===== config.mk =====
export PLATFORM = sky130hd
export DESIGN_NAME = psh_bus_handshake
export DESIGN_NICKNAME = d
export VERILOG_FILES = /design/src/core/psh_pkg.sv /design/src/core/psh_bus_handshake.sv
export VERILOG_INCLUDE_DIRS = /design/src /design/src/core
export SDC_FILE = /design/constraint.sdc
export NUM_CORES = 1
export LEC_CHECK = 0
export BUFFER_PORTS_ARGS = -buffer_cell sky130_fd_sc_hd__buf_2
export CAP_MARGIN = 20
export CORE_UTILIZATION = 50
export CTS_BUF_LIST = sky130_fd_sc_hd__clkbuf_4 sky130_fd_sc_hd__clkbuf_8 sky130_fd_sc_hd__clkbuf_16
export CTS_CLUSTER_DIAMETER = 50
export DETAILED_ROUTE_END_ITERATION = 10
export PLACE_DENSITY_LB_ADDON = 0.1
export RECOVER_POWER = 100
export SLEW_MARGIN = 20
export SYNTH_ARGS = -nofsm -noshare
export SYNTH_HDL_FRONTEND = slang
export SYNTH_SLANG_ARGS = --single-unit

===== constraint.sdc =====
create_clock -name i_clk_sys -period 2.4 [get_ports i_clk_sys]
set_input_delay 0 -clock i_clk_sys [delete_from_list [all_inputs] [get_ports i_clk_sys]]
set_output_delay 0 -clock i_clk_sys [all_outputs]
set_load 0.01 [all_outputs]

===== src/core/psh_cfg.svh =====
// Constants for the subsystem bus access handshake block
// Notes on behaviour
// - Output-enable fall ends access, clears latches
// - Read data driven only while output enable high
// - Qualify strobe validates latch, starts access request
// - Write sample one or two clocks, default two
// - Buffer enable from strobe, mapped only, ends
// - Hold request driven from clock rising edge
// - Grant already high means interlock unused
// - Acknowledge when memory or buffer transfer completes
// - Code zero buffered: advanced acknowledge when ready
// - Late advanced acknowledge waits for valid data
// - Negative acknowledge one clock, before acknowledge
// - Random fault marks window faulted, except four or in buffered mode
// - Missing interconnect address ignored: no request, no acknowledge, no negative acknowledge
// - Acknowledge only while enable flip-flop set
// - Memory override combinational, per window, chip select
// - Window zero override buffered: two clock delay
// - Delay code timing table without override
// - Override: codes one, two give two clocks
// - Interrupt pulse two clocks from rising edge
// - Address-latch fall latches address, direction, byte, select
`ifndef PSH_CFG_SVH
`define PSH_CFG_SVH
`define PSH_WIN_CNT       5
`define PSH_WIN_NO_FAULT  3'h4
`define PSH_WIN_OVR_ACK   3'h0
`define PSH_CODE_ADV      2'h0
`define PSH_CODE_FAST     2'h1
`define PSH_CODE_SLOW     2'h2
`define PSH_CODE_RST      2'h1
`define PSH_WDLY_INIT     2'h2
`define PSH_WDLY_FAST     2'h1
`define PSH_OVR_ACK_CLKS  2'h2
`define PSH_INT_CLKS      2'h2
`define PSH_OVR_RST       5'h00
`define PSH_PIN_ALE       0
`define PSH_PIN_QUAL      1
`define PSH_PIN_OE        2
`define PSH_PIN_GRANT     3
`define PSH_PIN_CS_N      4
`define PSH_PIN_DIR       5
`define PSH_PIN_UBE_N     6
`define PSH_PIN_CNT       7
`endif


===== src/core/psh_pkg.sv =====
// Types for the subsystem bus access handshake block
`include "psh_cfg.svh"
package psh_pkg;
   typedef enum logic [1:0] {
      PSH_HOLD_IDLE = 2'b00,
      PSH_HOLD_WAIT = 2'b01,
      PSH_HOLD_QUAL = 2'b10,
      PSH_HOLD_OWN  = 2'b11
   } psh_hold_e;

   typedef struct packed {
      logic [`PSH_PIN_CNT-1:0] pin_s1;
      logic [`PSH_PIN_CNT-1:0] pin_s2;
      logic [`PSH_PIN_CNT-1:0] pin_d;
      logic [15:0]             ad_s1;
      logic [15:0]             ad_s2;
      logic [15:0]             addr;
      logic                    latched;
      logic                    dir_read;
      logic                    ube_n;
      logic                    cs_n;
      logic                    ack_en;
      logic                    active;
      logic [1:0]              elapsed;
      logic                    done;
      logic                    wrote;
      logic                    nak_done;
      logic                    ack_n;
      logic                    nak_n;
      logic                    den_n;
      logic [15:0]             rdata;
      logic [1:0]              wdelay;
      logic [1:0]              ack_code;
      logic [`PSH_WIN_CNT-1:0] ovr_en;
      logic [`PSH_WIN_CNT-1:0] faulted;
      psh_hold_e               hold;
      logic                    hold_cmd_d;
      logic [1:0]              int_cnt;
      logic [1:0]              fifo_cnt;
      logic [15:0]             fifo_b0;
      logic [15:0]             fifo_b1;
   } psh_state_s;
endpackage


===== src/core/psh_bus_handshake.sv =====
// Slave handshake logic for the multiplexed subsystem bus
`timescale 1ns/10ps
`include "psh_cfg.svh"
module psh_bus_handshake
(
   input  wire logic         i_clk_sys,
   input  wire logic         i_resetn,
   input  wire logic         i_clk_en,
   input  wire logic         i_addr_latch,
   input  wire logic         i_qualify,
   input  wire logic         i_output_enable,
   input  wire logic         i_hold_grant,
   input  wire logic         i_chip_select_n,
   input  wire logic         i_direction,
   input  wire logic         i_upper_byte_enable_n,
   input  wire logic [15:0]  i_ad,
   output logic      [15:0]  o_ad,
   output logic              o_ad_oe,
   output logic              o_buffer_drive_enable_n,
   output logic              o_transfer_ack_n,
   output logic              o_nak_n,
   output logic              o_memory_override,
   output logic              o_bus_hold_request,
   output logic              o_interrupt,
   output logic      [15:0]  o_bus_addr,
   input  wire logic         i_addr_match,
   input  wire logic [2:0]   i_addr_window,
   input  wire logic         i_buffered_mode,
   input  wire logic         i_buf_ready,
   output logic              o_req,
   output logic              o_req_write,
   output logic              o_req_upper_byte_n,
   input  wire logic         i_access_done,
   input  wire logic         i_access_fault,
   input  wire logic [15:0]  i_rdata,
   output logic              o_wdata_valid,
   output logic      [15:0]  o_wdata,
   input  wire logic         i_wdata_ready,
   input  wire logic         i_ack_code_load,
   input  wire logic [1:0]   i_ack_delay_code,
   input  wire logic         i_wdelay_load,
   input  wire logic         i_wdelay_one,
   input  wire logic         i_ovr_load,
   input  wire logic [4:0]   i_ovr_en,
   input  wire logic [4:0]   i_fault_clear,
   output logic      [4:0]   o_faulted,
   input  wire logic         i_hold_cmd,
   output logic              o_hold_granted,
   input  wire logic         i_int_request
);
   psh_pkg::psh_state_s r_reg;
   psh_pkg::psh_state_s r_next;

   logic       ale_rise;
   logic       ale_fall;
   logic       qual_rise;
   logic       oe_fall;
   logic       valid;
   logic       ovr_here;
   logic [1:0] need;
   logic       ack_go;
   logic       adv_early;
   logic       push;
   logic       pop;

   // Edges are taken from the second and third stages only
   assign ale_rise  = r_reg.pin_s2[`PSH_PIN_ALE] & ~r_reg.pin_d[`PSH_PIN_ALE];
   assign ale_fall  = ~r_reg.pin_s2[`PSH_PIN_ALE] & r_reg.pin_d[`PSH_PIN_ALE];
   assign qual_rise = r_reg.pin_s2[`PSH_PIN_QUAL]
                      & ~r_reg.pin_d[`PSH_PIN_QUAL];
   assign oe_fall   = ~r_reg.pin_s2[`PSH_PIN_OE] & r_reg.pin_d[`PSH_PIN_OE];

   // Faulted windows are ignored as if unmapped
   assign valid = r_reg.latched & ~r_reg.cs_n & i_addr_match
                  & ~r_reg.faulted[i_addr_window];
   assign ovr_here = r_reg.ovr_en[i_addr_window];

   // Address to the window matcher: live until latched, then held
   assign o_bus_addr = r_reg.latched ? r_reg.addr : r_reg.ad_s2;

   // Override is pure gating, so it tracks the address without a clock
   assign o_memory_override = i_addr_match & ovr_here
                              & ~(r_reg.latched ? r_reg.cs_n
                                  : r_reg.pin_s2[`PSH_PIN_CS_N]);

   // Least delay from the strobe rise, per delay code and override
   always_comb
   begin
      need = r_reg.dir_read ? 2'h0 : 2'h1;
      if (r_reg.ack_code == `PSH_CODE_SLOW)
      begin
         need = r_reg.dir_read ? 2'h1 : 2'h2;
      end
      if (ovr_here && r_reg.ack_code != `PSH_CODE_ADV)
      begin
         need = `PSH_OVR_ACK_CLKS;
      end
      if (ovr_here && i_buffered_mode
          && i_addr_window == `PSH_WIN_OVR_ACK
          && r_reg.ack_code != `PSH_CODE_ADV)
      begin
         need = `PSH_OVR_ACK_CLKS;
      end
      if (r_reg.ack_code == `PSH_CODE_ADV)
      begin
         need = 2'h0;
      end
   end

   // Advanced answer before the strobe needs a ready buffer
   assign adv_early = r_reg.ack_code == `PSH_CODE_ADV & i_buffered_mode
                      & i_buf_ready & ~r_reg.active;

   // Write path needs the word taken before the answer
   assign ack_go = r_reg.ack_en & valid & r_reg.ack_code != 2'h3
                   & (adv_early
                      | (r_reg.active & r_reg.done
                         & (r_reg.dir_read | r_reg.wrote)
                         & r_reg.elapsed >= need));

   assign push = r_reg.active & ~r_reg.dir_read & ~r_reg.wrote & valid
                 & r_reg.elapsed >= r_reg.wdelay
                 & r_reg.fifo_cnt != 2'h2;
   assign pop  = r_reg.fifo_cnt != 2'h0 & i_wdata_ready;

   always_comb
   begin
      r_next = r_reg;
      r_next.pin_s1 = {i_upper_byte_enable_n, i_direction, i_chip_select_n,
                       i_hold_grant, i_output_enable, i_qualify,
                       i_addr_latch};
      r_next.pin_s2 = r_reg.pin_s1;
      r_next.pin_d  = r_reg.pin_s2;
      r_next.ad_s1  = i_ad;
      r_next.ad_s2  = r_reg.ad_s1;

      if (ale_rise)
      begin
         r_next.ack_en = 1'b1;
      end
      if (ale_fall)
      begin
         r_next.latched  = 1'b1;
         r_next.addr     = r_reg.ad_s2;
         r_next.dir_read = r_reg.pin_s2[`PSH_PIN_DIR];
         r_next.ube_n    = r_reg.pin_s2[`PSH_PIN_UBE_N];
         r_next.cs_n     = r_reg.pin_s2[`PSH_PIN_CS_N];
      end

      if (qual_rise && valid)
      begin
         r_next.active  = 1'b1;
         r_next.elapsed = 2'h0;
         r_next.den_n   = 1'b0;
      end
      else if (r_reg.active && r_reg.elapsed != 2'h3)
      begin
         r_next.elapsed = r_reg.elapsed + 2'h1;
      end

      // A completion in the strobe cycle itself must not be lost
      if ((r_reg.active || (qual_rise && valid)) && i_access_done)
      begin
         r_next.done = 1'b1;
         if (r_reg.dir_read)
         begin
            r_next.rdata = i_rdata;
         end
      end
      if (push)
      begin
         r_next.wrote = 1'b1;
      end

      // A fault answer spends one clock on the negative pulse first
      r_next.nak_n = 1'b1;
      if (ack_go && r_reg.ack_n)
      begin
         if (i_access_fault && !r_reg.nak_done)
         begin
            r_next.nak_n    = 1'b0;
            r_next.nak_done = 1'b1;
         end
         else
         begin
            r_next.ack_n = 1'b0;
            // Marked with the answer, so the faulted access still ends
            if (r_reg.nak_done && !i_buffered_mode
                && i_addr_window != `PSH_WIN_NO_FAULT)
            begin
               r_next.faulted[i_addr_window] = 1'b1;
            end
            if (!r_reg.dir_read)
            begin
               r_next.den_n = 1'b1;
            end
         end
      end
      if (!r_reg.ack_en)
      begin
         r_next.ack_n = 1'b1;
      end

      if (oe_fall)
      begin
         r_next.ack_en   = 1'b0;
         r_next.ack_n    = 1'b1;
         r_next.den_n    = 1'b1;
         r_next.latched  = 1'b0;
         r_next.cs_n     = 1'b1;
         r_next.dir_read = 1'b0;
         r_next.ube_n    = 1'b1;
         r_next.active   = 1'b0;
         r_next.done     = 1'b0;
         r_next.wrote    = 1'b0;
         r_next.nak_done = 1'b0;
      end

      // Clearing loses to a fault raised in the same clock
      r_next.faulted = r_next.faulted
                       & ~(i_fault_clear & ~(r_next.faulted & ~r_reg.faulted));

      if (i_ack_code_load)
      begin
         r_next.ack_code = i_ack_delay_code;
      end
      if (i_wdelay_load)
      begin
         r_next.wdelay = i_wdelay_one ? `PSH_WDLY_FAST : `PSH_WDLY_INIT;
      end
      if (i_ovr_load)
      begin
         r_next.ovr_en = i_ovr_en;
      end

      // Hold interlock
      r_next.hold_cmd_d = i_hold_cmd;
      case (r_reg.hold)
         psh_pkg::PSH_HOLD_IDLE:
         begin
            if (i_hold_cmd)
            begin
               if (r_reg.pin_s2[`PSH_PIN_GRANT])
               begin
                  r_next.hold = psh_pkg::PSH_HOLD_OWN;
               end
               else
               begin
                  r_next.hold = psh_pkg::PSH_HOLD_WAIT;
               end
            end
         end
         psh_pkg::PSH_HOLD_WAIT:
         begin
            if (!i_hold_cmd)
            begin
               r_next.hold = psh_pkg::PSH_HOLD_IDLE;
            end
            else if (r_reg.pin_s2[`PSH_PIN_GRANT])
            begin
               r_next.hold = psh_pkg::PSH_HOLD_QUAL;
            end
         end
         psh_pkg::PSH_HOLD_QUAL:
         begin
            if (!i_hold_cmd)
            begin
               r_next.hold = psh_pkg::PSH_HOLD_IDLE;
            end
            else if (qual_rise)
            begin
               r_next.hold = psh_pkg::PSH_HOLD_OWN;
            end
         end
         psh_pkg::PSH_HOLD_OWN:
         begin
            if (!i_hold_cmd)
            begin
               r_next.hold = psh_pkg::PSH_HOLD_IDLE;
            end
         end
         default:
         begin
            r_next.hold = psh_pkg::PSH_HOLD_IDLE;
         end
      endcase

      // Interrupt pulse; a new request restarts the count
      if (i_int_request)
      begin
         r_next.int_cnt = `PSH_INT_CLKS;
      end
      else if (r_reg.int_cnt != 2'h0)
      begin
         r_next.int_cnt = r_reg.int_cnt - 2'h1;
      end

      // Two-entry write buffer; entry 0 is the head
      if (pop)
      begin
         r_next.fifo_b0 = r_reg.fifo_b1;
      end
      if (push)
      begin
         if (r_reg.fifo_cnt == 2'h0 || (r_reg.fifo_cnt == 2'h1 && pop))
         begin
            r_next.fifo_b0 = r_reg.ad_s2;
         end
         else
         begin
            r_next.fifo_b1 = r_reg.ad_s2;
         end
      end
      if (push && !pop)
      begin
         r_next.fifo_cnt = r_reg.fifo_cnt + 2'h1;
      end
      else if (pop && !push)
      begin
         r_next.fifo_cnt = r_reg.fifo_cnt - 2'h1;
      end
   end

   always_ff @(posedge i_clk_sys)
   begin
      if (!i_resetn)
      begin
         r_reg <= '0;
         r_reg.pin_s1     <= 7'h50;
         r_reg.pin_s2     <= 7'h50;
         r_reg.pin_d      <= 7'h50;
         r_reg.cs_n       <= 1'b1;
         r_reg.ube_n      <= 1'b1;
         r_reg.ack_n      <= 1'b1;
         r_reg.nak_n      <= 1'b1;
         r_reg.den_n      <= 1'b1;
         r_reg.wdelay     <= `PSH_WDLY_INIT;
         r_reg.ack_code   <= `PSH_CODE_RST;
         r_reg.ovr_en     <= `PSH_OVR_RST;
         r_reg.hold       <= psh_pkg::PSH_HOLD_IDLE;
      end
      else if (i_clk_en)
      begin
         r_reg <= r_next;
      end
   end

   // Read data only while output enable is up on a live read
   assign o_ad    = r_reg.rdata;
   assign o_ad_oe = r_reg.active & r_reg.dir_read & r_reg.done
                    & r_reg.pin_s2[`PSH_PIN_OE];

   assign o_buffer_drive_enable_n = r_reg.den_n;
   assign o_transfer_ack_n        = r_reg.ack_n;
   assign o_nak_n                 = r_reg.nak_n;
   assign o_bus_hold_request      = r_reg.hold != psh_pkg::PSH_HOLD_IDLE;
   assign o_hold_granted          = r_reg.hold == psh_pkg::PSH_HOLD_OWN;
   assign o_interrupt             = r_reg.int_cnt != 2'h0;
   assign o_faulted               = r_reg.faulted;
   assign o_req                   = qual_rise & valid;
   assign o_req_write             = ~r_reg.dir_read;
   assign o_req_upper_byte_n      = r_reg.ube_n;
   assign o_wdata_valid           = r_reg.fifo_cnt != 2'h0;
   assign o_wdata                 = r_reg.fifo_b0;
endmodule


==> metrics, run 1 <==
CP Max Fanout 13; Die H ~120 um; top cell type's share of synthesized area 44.88%; Clock Latency Late Sink 0.41 ns; fin worst setup slack 0.05406 ns; Clock Path Buffers 2; Chip Width 116.5 um; Synth area leader dfxtp_1; Hold Vio Cnt, Final 0; synthesized area 0.006558 mm^2; worst min path class in -> reg; Initial Utilization 51.54%; TritonCTS clock tree yes; total track usage 24.78%; nets 972; total grt overflow 0; CP Class reg -> reg; minimum clock period after layout 2.346 ns; Distinct cells, synth 53; fraction of layout cells with a size suffix above 1 19.07%; CTS buffer count 17; Synth Register Bits 147; Worst setup startpoint r_reg[32]; clock sink count 147; share of total power in the clock network 47.6%; diode count 0; Fmax achieved 426.3 MHz; placed cell count 969; Rel. slew slack between 20% and 30%; Synth Instances 730; Residual DRC 0; post-layout util about two thirds; kind of end point of the critical path register; initial drt markers 446; Wirelength per Cell between 15 and 20 um; Setup crit end r_reg[10]; commonest non-fill, non-tap cell in the layout dfxtp_1; Pleak 3.377 nW; Worst Clk Skew 0.004843 ns; Req. time, crit path 2.73 ns; Worst R2R Path Depth 9; most frequent cells in the layout dfxtp_1 (145), nand2_1 (95), dlygate4sd3_1 (74); R2R Setup Slk 0.05 ns; Fin Hold WS 0.04873 ns; initial antenna violation count 0; overall power 5.647 mW; Place WS -0.02873 ns; dpl cell area 0.007182 mm^2; antenna viol nets, final 0; Synth Net Count 810; Power Internal 4.464 mW; sequential area share after synthesis 44.88%; outcome finished, final reports clean; share of synthesized registers carrying an async set or reset 0%; r2r endpoint r_reg[10]; max cap viols 0; Final Instance Area 0.008481 mm^2; Top Ports ~130; vias per cell ~5.4; Largest register FFs 76; Synth Flop Type dfxtp_1; CP startpoint kind register; Max VDD drop ~430 uV; Combinational Power Share 7.5%; dpl hpwl around 11000 um; Sw Share approximately a fifth; RSZ-0062 raised after global routing true; Rows 41; routed via count between 5000 and 6000; first-pass GRT wire length 25960 um; routability cong. between 0.8 and 0.9; setup TNS 0 ns; Layout Cells excl Fill approximately 1100; period utilisation layout between 90% and 100%; largest net degree at the start of global routing between 70 and 80; # setup viols final 0; drt pass-1 iters 5; vias in the first global route 5344; sequential share of power ~45%; Fillers 1059; ranking of synthesized cells by area dfxtp_1 (45%), mux2i_1 (11%), nand2_1 (5.5%), a21oi_1 (5.2%), buf_4 (4.6%); worst-margin pin slew 1.054 ns; Mapped Avg Cell Area 8.983 um^2; Max Transition Viols Final 0; Psw 1.183 mW; Core ar. 0.01272 mm^2; total routed wirelength roughly 17000 um; EDFF count, synth 0; Area Growth Syn to Fin 29.33%; pwr dens 665.8 mW/mm^2; H-tree Lvls 4; Ys Warns 0; reg-to-reg startpoint r_reg[32]; CTS root buffer clkbuf_16; Worst Path Arrival 2.68 ns; IO Port Bufs 133; clk slew on worst S/H paths 0.05 ns; die area 0.01358 mm^2
-- worst max-delay path, stage by stage, from the launching register on --
cell	delay, ns
dfxtp_2	0.33
inv_2	0.05
ha_4	0.14
or4b_4	0.48
or4_4	0.57
clkinv_4	0.11
buf_12	0.14
buf_12	0.13
nand4_1	0.11
a21oi_1	0.20
-- synth_stat cells (all sizes together) (2+ instances only) --
cell type	number
mux2	16
a221oi	2
a21oi	68
nor2b	9
nor4	2
o21ai	32
nand2b	3
and4	2
and3	3
a31oi	2
nand3	13
mux2i	71
clkbuf	30
o211ai	2
dfxtp	147
o22ai	2
or3b	2
ha	11
nor3	5
nand4	36
inv	14
xnor2	2
nand2	96
a221o	17
buf	58
nand4b	2
nor2	65
-- routing by layer --
layer | GRT usage, % | wire length (um) | up-vias
li1 | - | - | 2861
met1 | 33.25 | 7715 | 2733
met2 | 39.17 | 7804 | 209
met3 | 4.826 | 1008 | 24
met4 | 9.829 | 244 | 0
met5 | 0 | 0 | -
-- final cells by class --
type / instances / area, um^2 / area share, %
timing repair buffer: 231 / 1555 / 18.34
clock inverter: 5 / 100.1 / 1.180
multi-input combinational: 480 / 3100 / 36.56
sequential: 147 / 2945 / 34.73
tap: 172 / 215.2 / 2.538
clock buffer: 24 / 503.0 / 5.931
inverter: 15 / 61.31 / 0.7229
-- worst min path at each step --
stage / from / end / slack [ns] / cells after the start
after floorplan: i_fault_clear[4] / o_faulted[4] / 0.09 / 1
final: i_clk_en / r_reg[74] / 0.05 / 3
after global routing: i_clk_en / r_reg[100] / 0.06 / 3
after global placement: i_fault_clear[4] / o_faulted[4] / 0.17 / 2
after CTS: i_ovr_load / r_reg[48] / 0.04 / 4
after detailed placement: i_fault_clear[4] / o_faulted[4] / 0.19 / 2
-- logic make-up (layout without fill, tap and decap cells) --
family	count (synthesis)	in the layout	share of synthesized area, %
compound gates	134	134	12.78
xor+xnor	2	2	0.2672
fa+ha+maj	11	11	2.099
buf+inv	103	275	8.605
flops	147	147	44.88
mux	87	87	13.59
simple gates	246	246	17.78
-- power groups by stage --
stage	sequential, mW	clock [mW]	combinational, mW
after CTS	2.53	2.73	0.422
after global routing	2.54	2.86	0.464
final	2.54	2.69	0.425
after floorplan	2.57	0	0.214
after detailed placement	2.58	0	0.331
after global placement	2.58	0	0.321
-- what timing repair did --
action	4_1_cts	5_1_grt
endpoints found under the setup margin	23	29
gates cloned	0	1
pin swaps	0	6
buffers inserted	0	1
endpoints found under the hold margin	62	0
resized for setup	1	6
hold buffers	74	0
Power figures use the tool's default switching activity.
==> inputs of run 2 (changes only) <==
==> constraint.sdc (replaced) <==
create_clock -name i_clk_sys -period 1.9 [get_ports i_clk_sys]
set_input_delay 0 -clock i_clk_sys [delete_from_list [all_inputs] [get_ports i_clk_sys]]
set_output_delay 0 -clock i_clk_sys [all_outputs]
set_load 0.01 [all_outputs]
==> run 2 against run 1 <==
  * The run now ends with setup timing left
  * Die area unchanged
  * Critical path depth grew 1
  * Utilization up 2.7 points
  * Final cell count is 3.3% higher
  * Worst hold slack worse by 0.024 ns
  * Global-route usage rose by 0.32 points
  * Critical path type unchanged
  * Highest routed layer unchanged
==> metrics, run 2 (synthesized netlist as in run 1, its figures left out) <==
drt pass-1 iters 6 (+1); pwr dens 794.5 mW/mm^2 (+19%); antenna viol nets, final 0 (unchanged); die area 0.01358 mm^2 (unchanged); worst min path class in -> reg; initial drt markers 278 (-38%); H-tree Lvls 4 (unchanged); routability cong. 0.7968 (-1.6%); outcome finished with violations; vias per cell 5.293 (-2.4%); Die H 116.5 um (unchanged); first-pass GRT wire length 26120 um (+0.61%); Top Ports 134 (unchanged); kind of end point of the critical path register; Core ar. 0.01272 mm^2 (unchanged); IO Port Bufs 133 (unchanged); Req. time, crit path 2.20 ns (-0.53 ns); clk slew on worst S/H paths 0.06 ns (about the same); Fin Hold WS 0.02441 ns (-0.02432 ns); failing checks setup timing; routed via count 5870 (+0.74%); largest net degree at the start of global routing 71 (-10%); total grt overflow 0 (unchanged); CP startpoint kind register; period utilisation layout 121.5% (+24 points); Rel. slew slack 22.25% (-7.5 points); post-layout util 69.35% (+2.7 points); initial antenna violation count 0 (unchanged); minimum clock period after layout 2.308 ns (-0.03786 ns); dpl cell area 0.007448 mm^2 (+3.7%); CP max stage cell or4_4; Area Growth Syn to Fin 34.54%; Worst Clk Skew 0.004957 ns (+0.0001145 ns); CP Class reg -> reg; Chip Width 116.5 um (unchanged); Max Transition Viols Final 0 (unchanged); CTS buffer count 17 (unchanged); max cap viols 0 (unchanged); most frequent cell on the critical path ha_4; Clock Path Buffers 2 (unchanged); Clock Latency Late Sink 0.42 ns (about the same); crit-path max cell delay 0.54 ns (-0.03 ns); fraction of layout cells with a size suffix above 1 25.29% (+6.2 points); dpl hpwl 10950 um (+4.0%); diode count 0 (unchanged); RSZ-0062 raised after global routing true; Max VDD drop 516.0 uV (+21%); CP Max Fanout 4 (-9); vias in the first global route 5434 (+1.7%); worst-margin pin slew 1.166 ns (+0.1121 ns); Pleak 3.578 nW (+6.0%); Final Instance Area 0.008822 mm^2 (+4.0%); Largest register FFs 76 (unchanged); critical path, cell by cell inv_2 > ha_4 > or4b_4 > or4_4 > clkinv_4 > ha_4 > nor2_4 > nor2_2 > a21oi_2 > nor2_1; fin worst setup slack -0.4081 ns (-0.4621 ns); # setup viols final 45 (+45); Worst Path Arrival 2.60 ns (-0.08 ns); Rows 41 (unchanged); total routed wirelength 16950 um (+1.1%); nets 1006 (+3.5%); overall power 7.009 mW (+24%); most frequent cells in the layout dfxtp_1 (143), nand2_1 (95), buf_2 (72); CTS root buffer clkbuf_16; Wirelength per Cell 15.28 um (-2.1%); Residual DRC 0 (unchanged); TritonCTS clock tree yes; clock sink count 147 (unchanged); Hold Vio Cnt, Final 0 (unchanged); Initial Utilization 51.54% (unchanged); commonest non-fill, non-tap cell in the layout dfxtp_1; Fmax achieved 433.3 MHz (+1.6%); total track usage 25.10% (+0.32 points)
run 2: cell types whose count changed in the layout (fill, tap and decap cells not counted), sizes merged:
cell,before,now
buf,91,128
clkbuf,90,93
dlygate4sd3,74,70
bufinv,3,1
clkinvlp,0,1
run 2: through the flow:
stage | setup TNS [ns] | setup slack (ns) | cells
2_1_floorplan | -13.73 | -0.5903 | 730
3_3_place_gp | -17.21 | -0.5261 | 1002
3_5_place_dp | -19.92 | -0.6061 | 1002
4_1_cts | -13.20 | -0.4398 | 1107
5_1_grt | -17.01 | -0.5026 | 1109
6_report | -13.07 | -0.4081 | 1109
run 2: layout make-up:
cell class	count	area, um^2
inverters	15	61.31
repair buffers	265	1810
clock inverters	4	47.55
flip-flops and latches	147	2948
clock buffers	26	524.3
fillers	1027	3900
well taps	172	215.2
multi-input cells	480	3216
run 2: report_power, final:
group	total (mW)	switching, mW	internal, mW
logic	0.594	0.289	0.305
registers	3.20	0.0516	3.15
clock network	3.22	1.20	2.01
total	7.01	1.54	5.47
run 2: timing repair:
item / CTS / global route
hold endpoints to repair: 61 / 0
resized for setup: 32 / 15
hold buffers: 70 / 0
setup endpoints to repair: 43 / 51
setup buffers: 5 / 2
pin swaps: 22 / 12
run 2: worst max-delay path: cells and delay by family, from the launching register on:
kind	cells	cell delay [ns]
adders and majority gates	2	0.34
buffers and inverters	2	0.15
and+or+nand+nor	5	1.26
AOI/OAI and AO/OA	1	0.10
DFF	1	0.33
run 2: final timing paths:
kind	cells past startpoint	slack, ns	endpoint	startpoint
worst max-delay path	10	-0.41	r_reg[33]	r_reg[32]
worst min-delay path	4	0.02	o_faulted[3]	i_addr_window[1]
worst max register to register	10	-0.41	r_reg[33]	r_reg[32]
worst min register to register	2	0.45	r_reg[90]	r_reg[90]
run 2: metal layers:
metal  up-vias  routed length [um]  track usage (%)
met2       167                7754            39.49
met4         0                 298            9.573
li1       2926                   -                -
met3        22                 994            5.293
met5         -                   0                0
met1      2755                7903            33.74
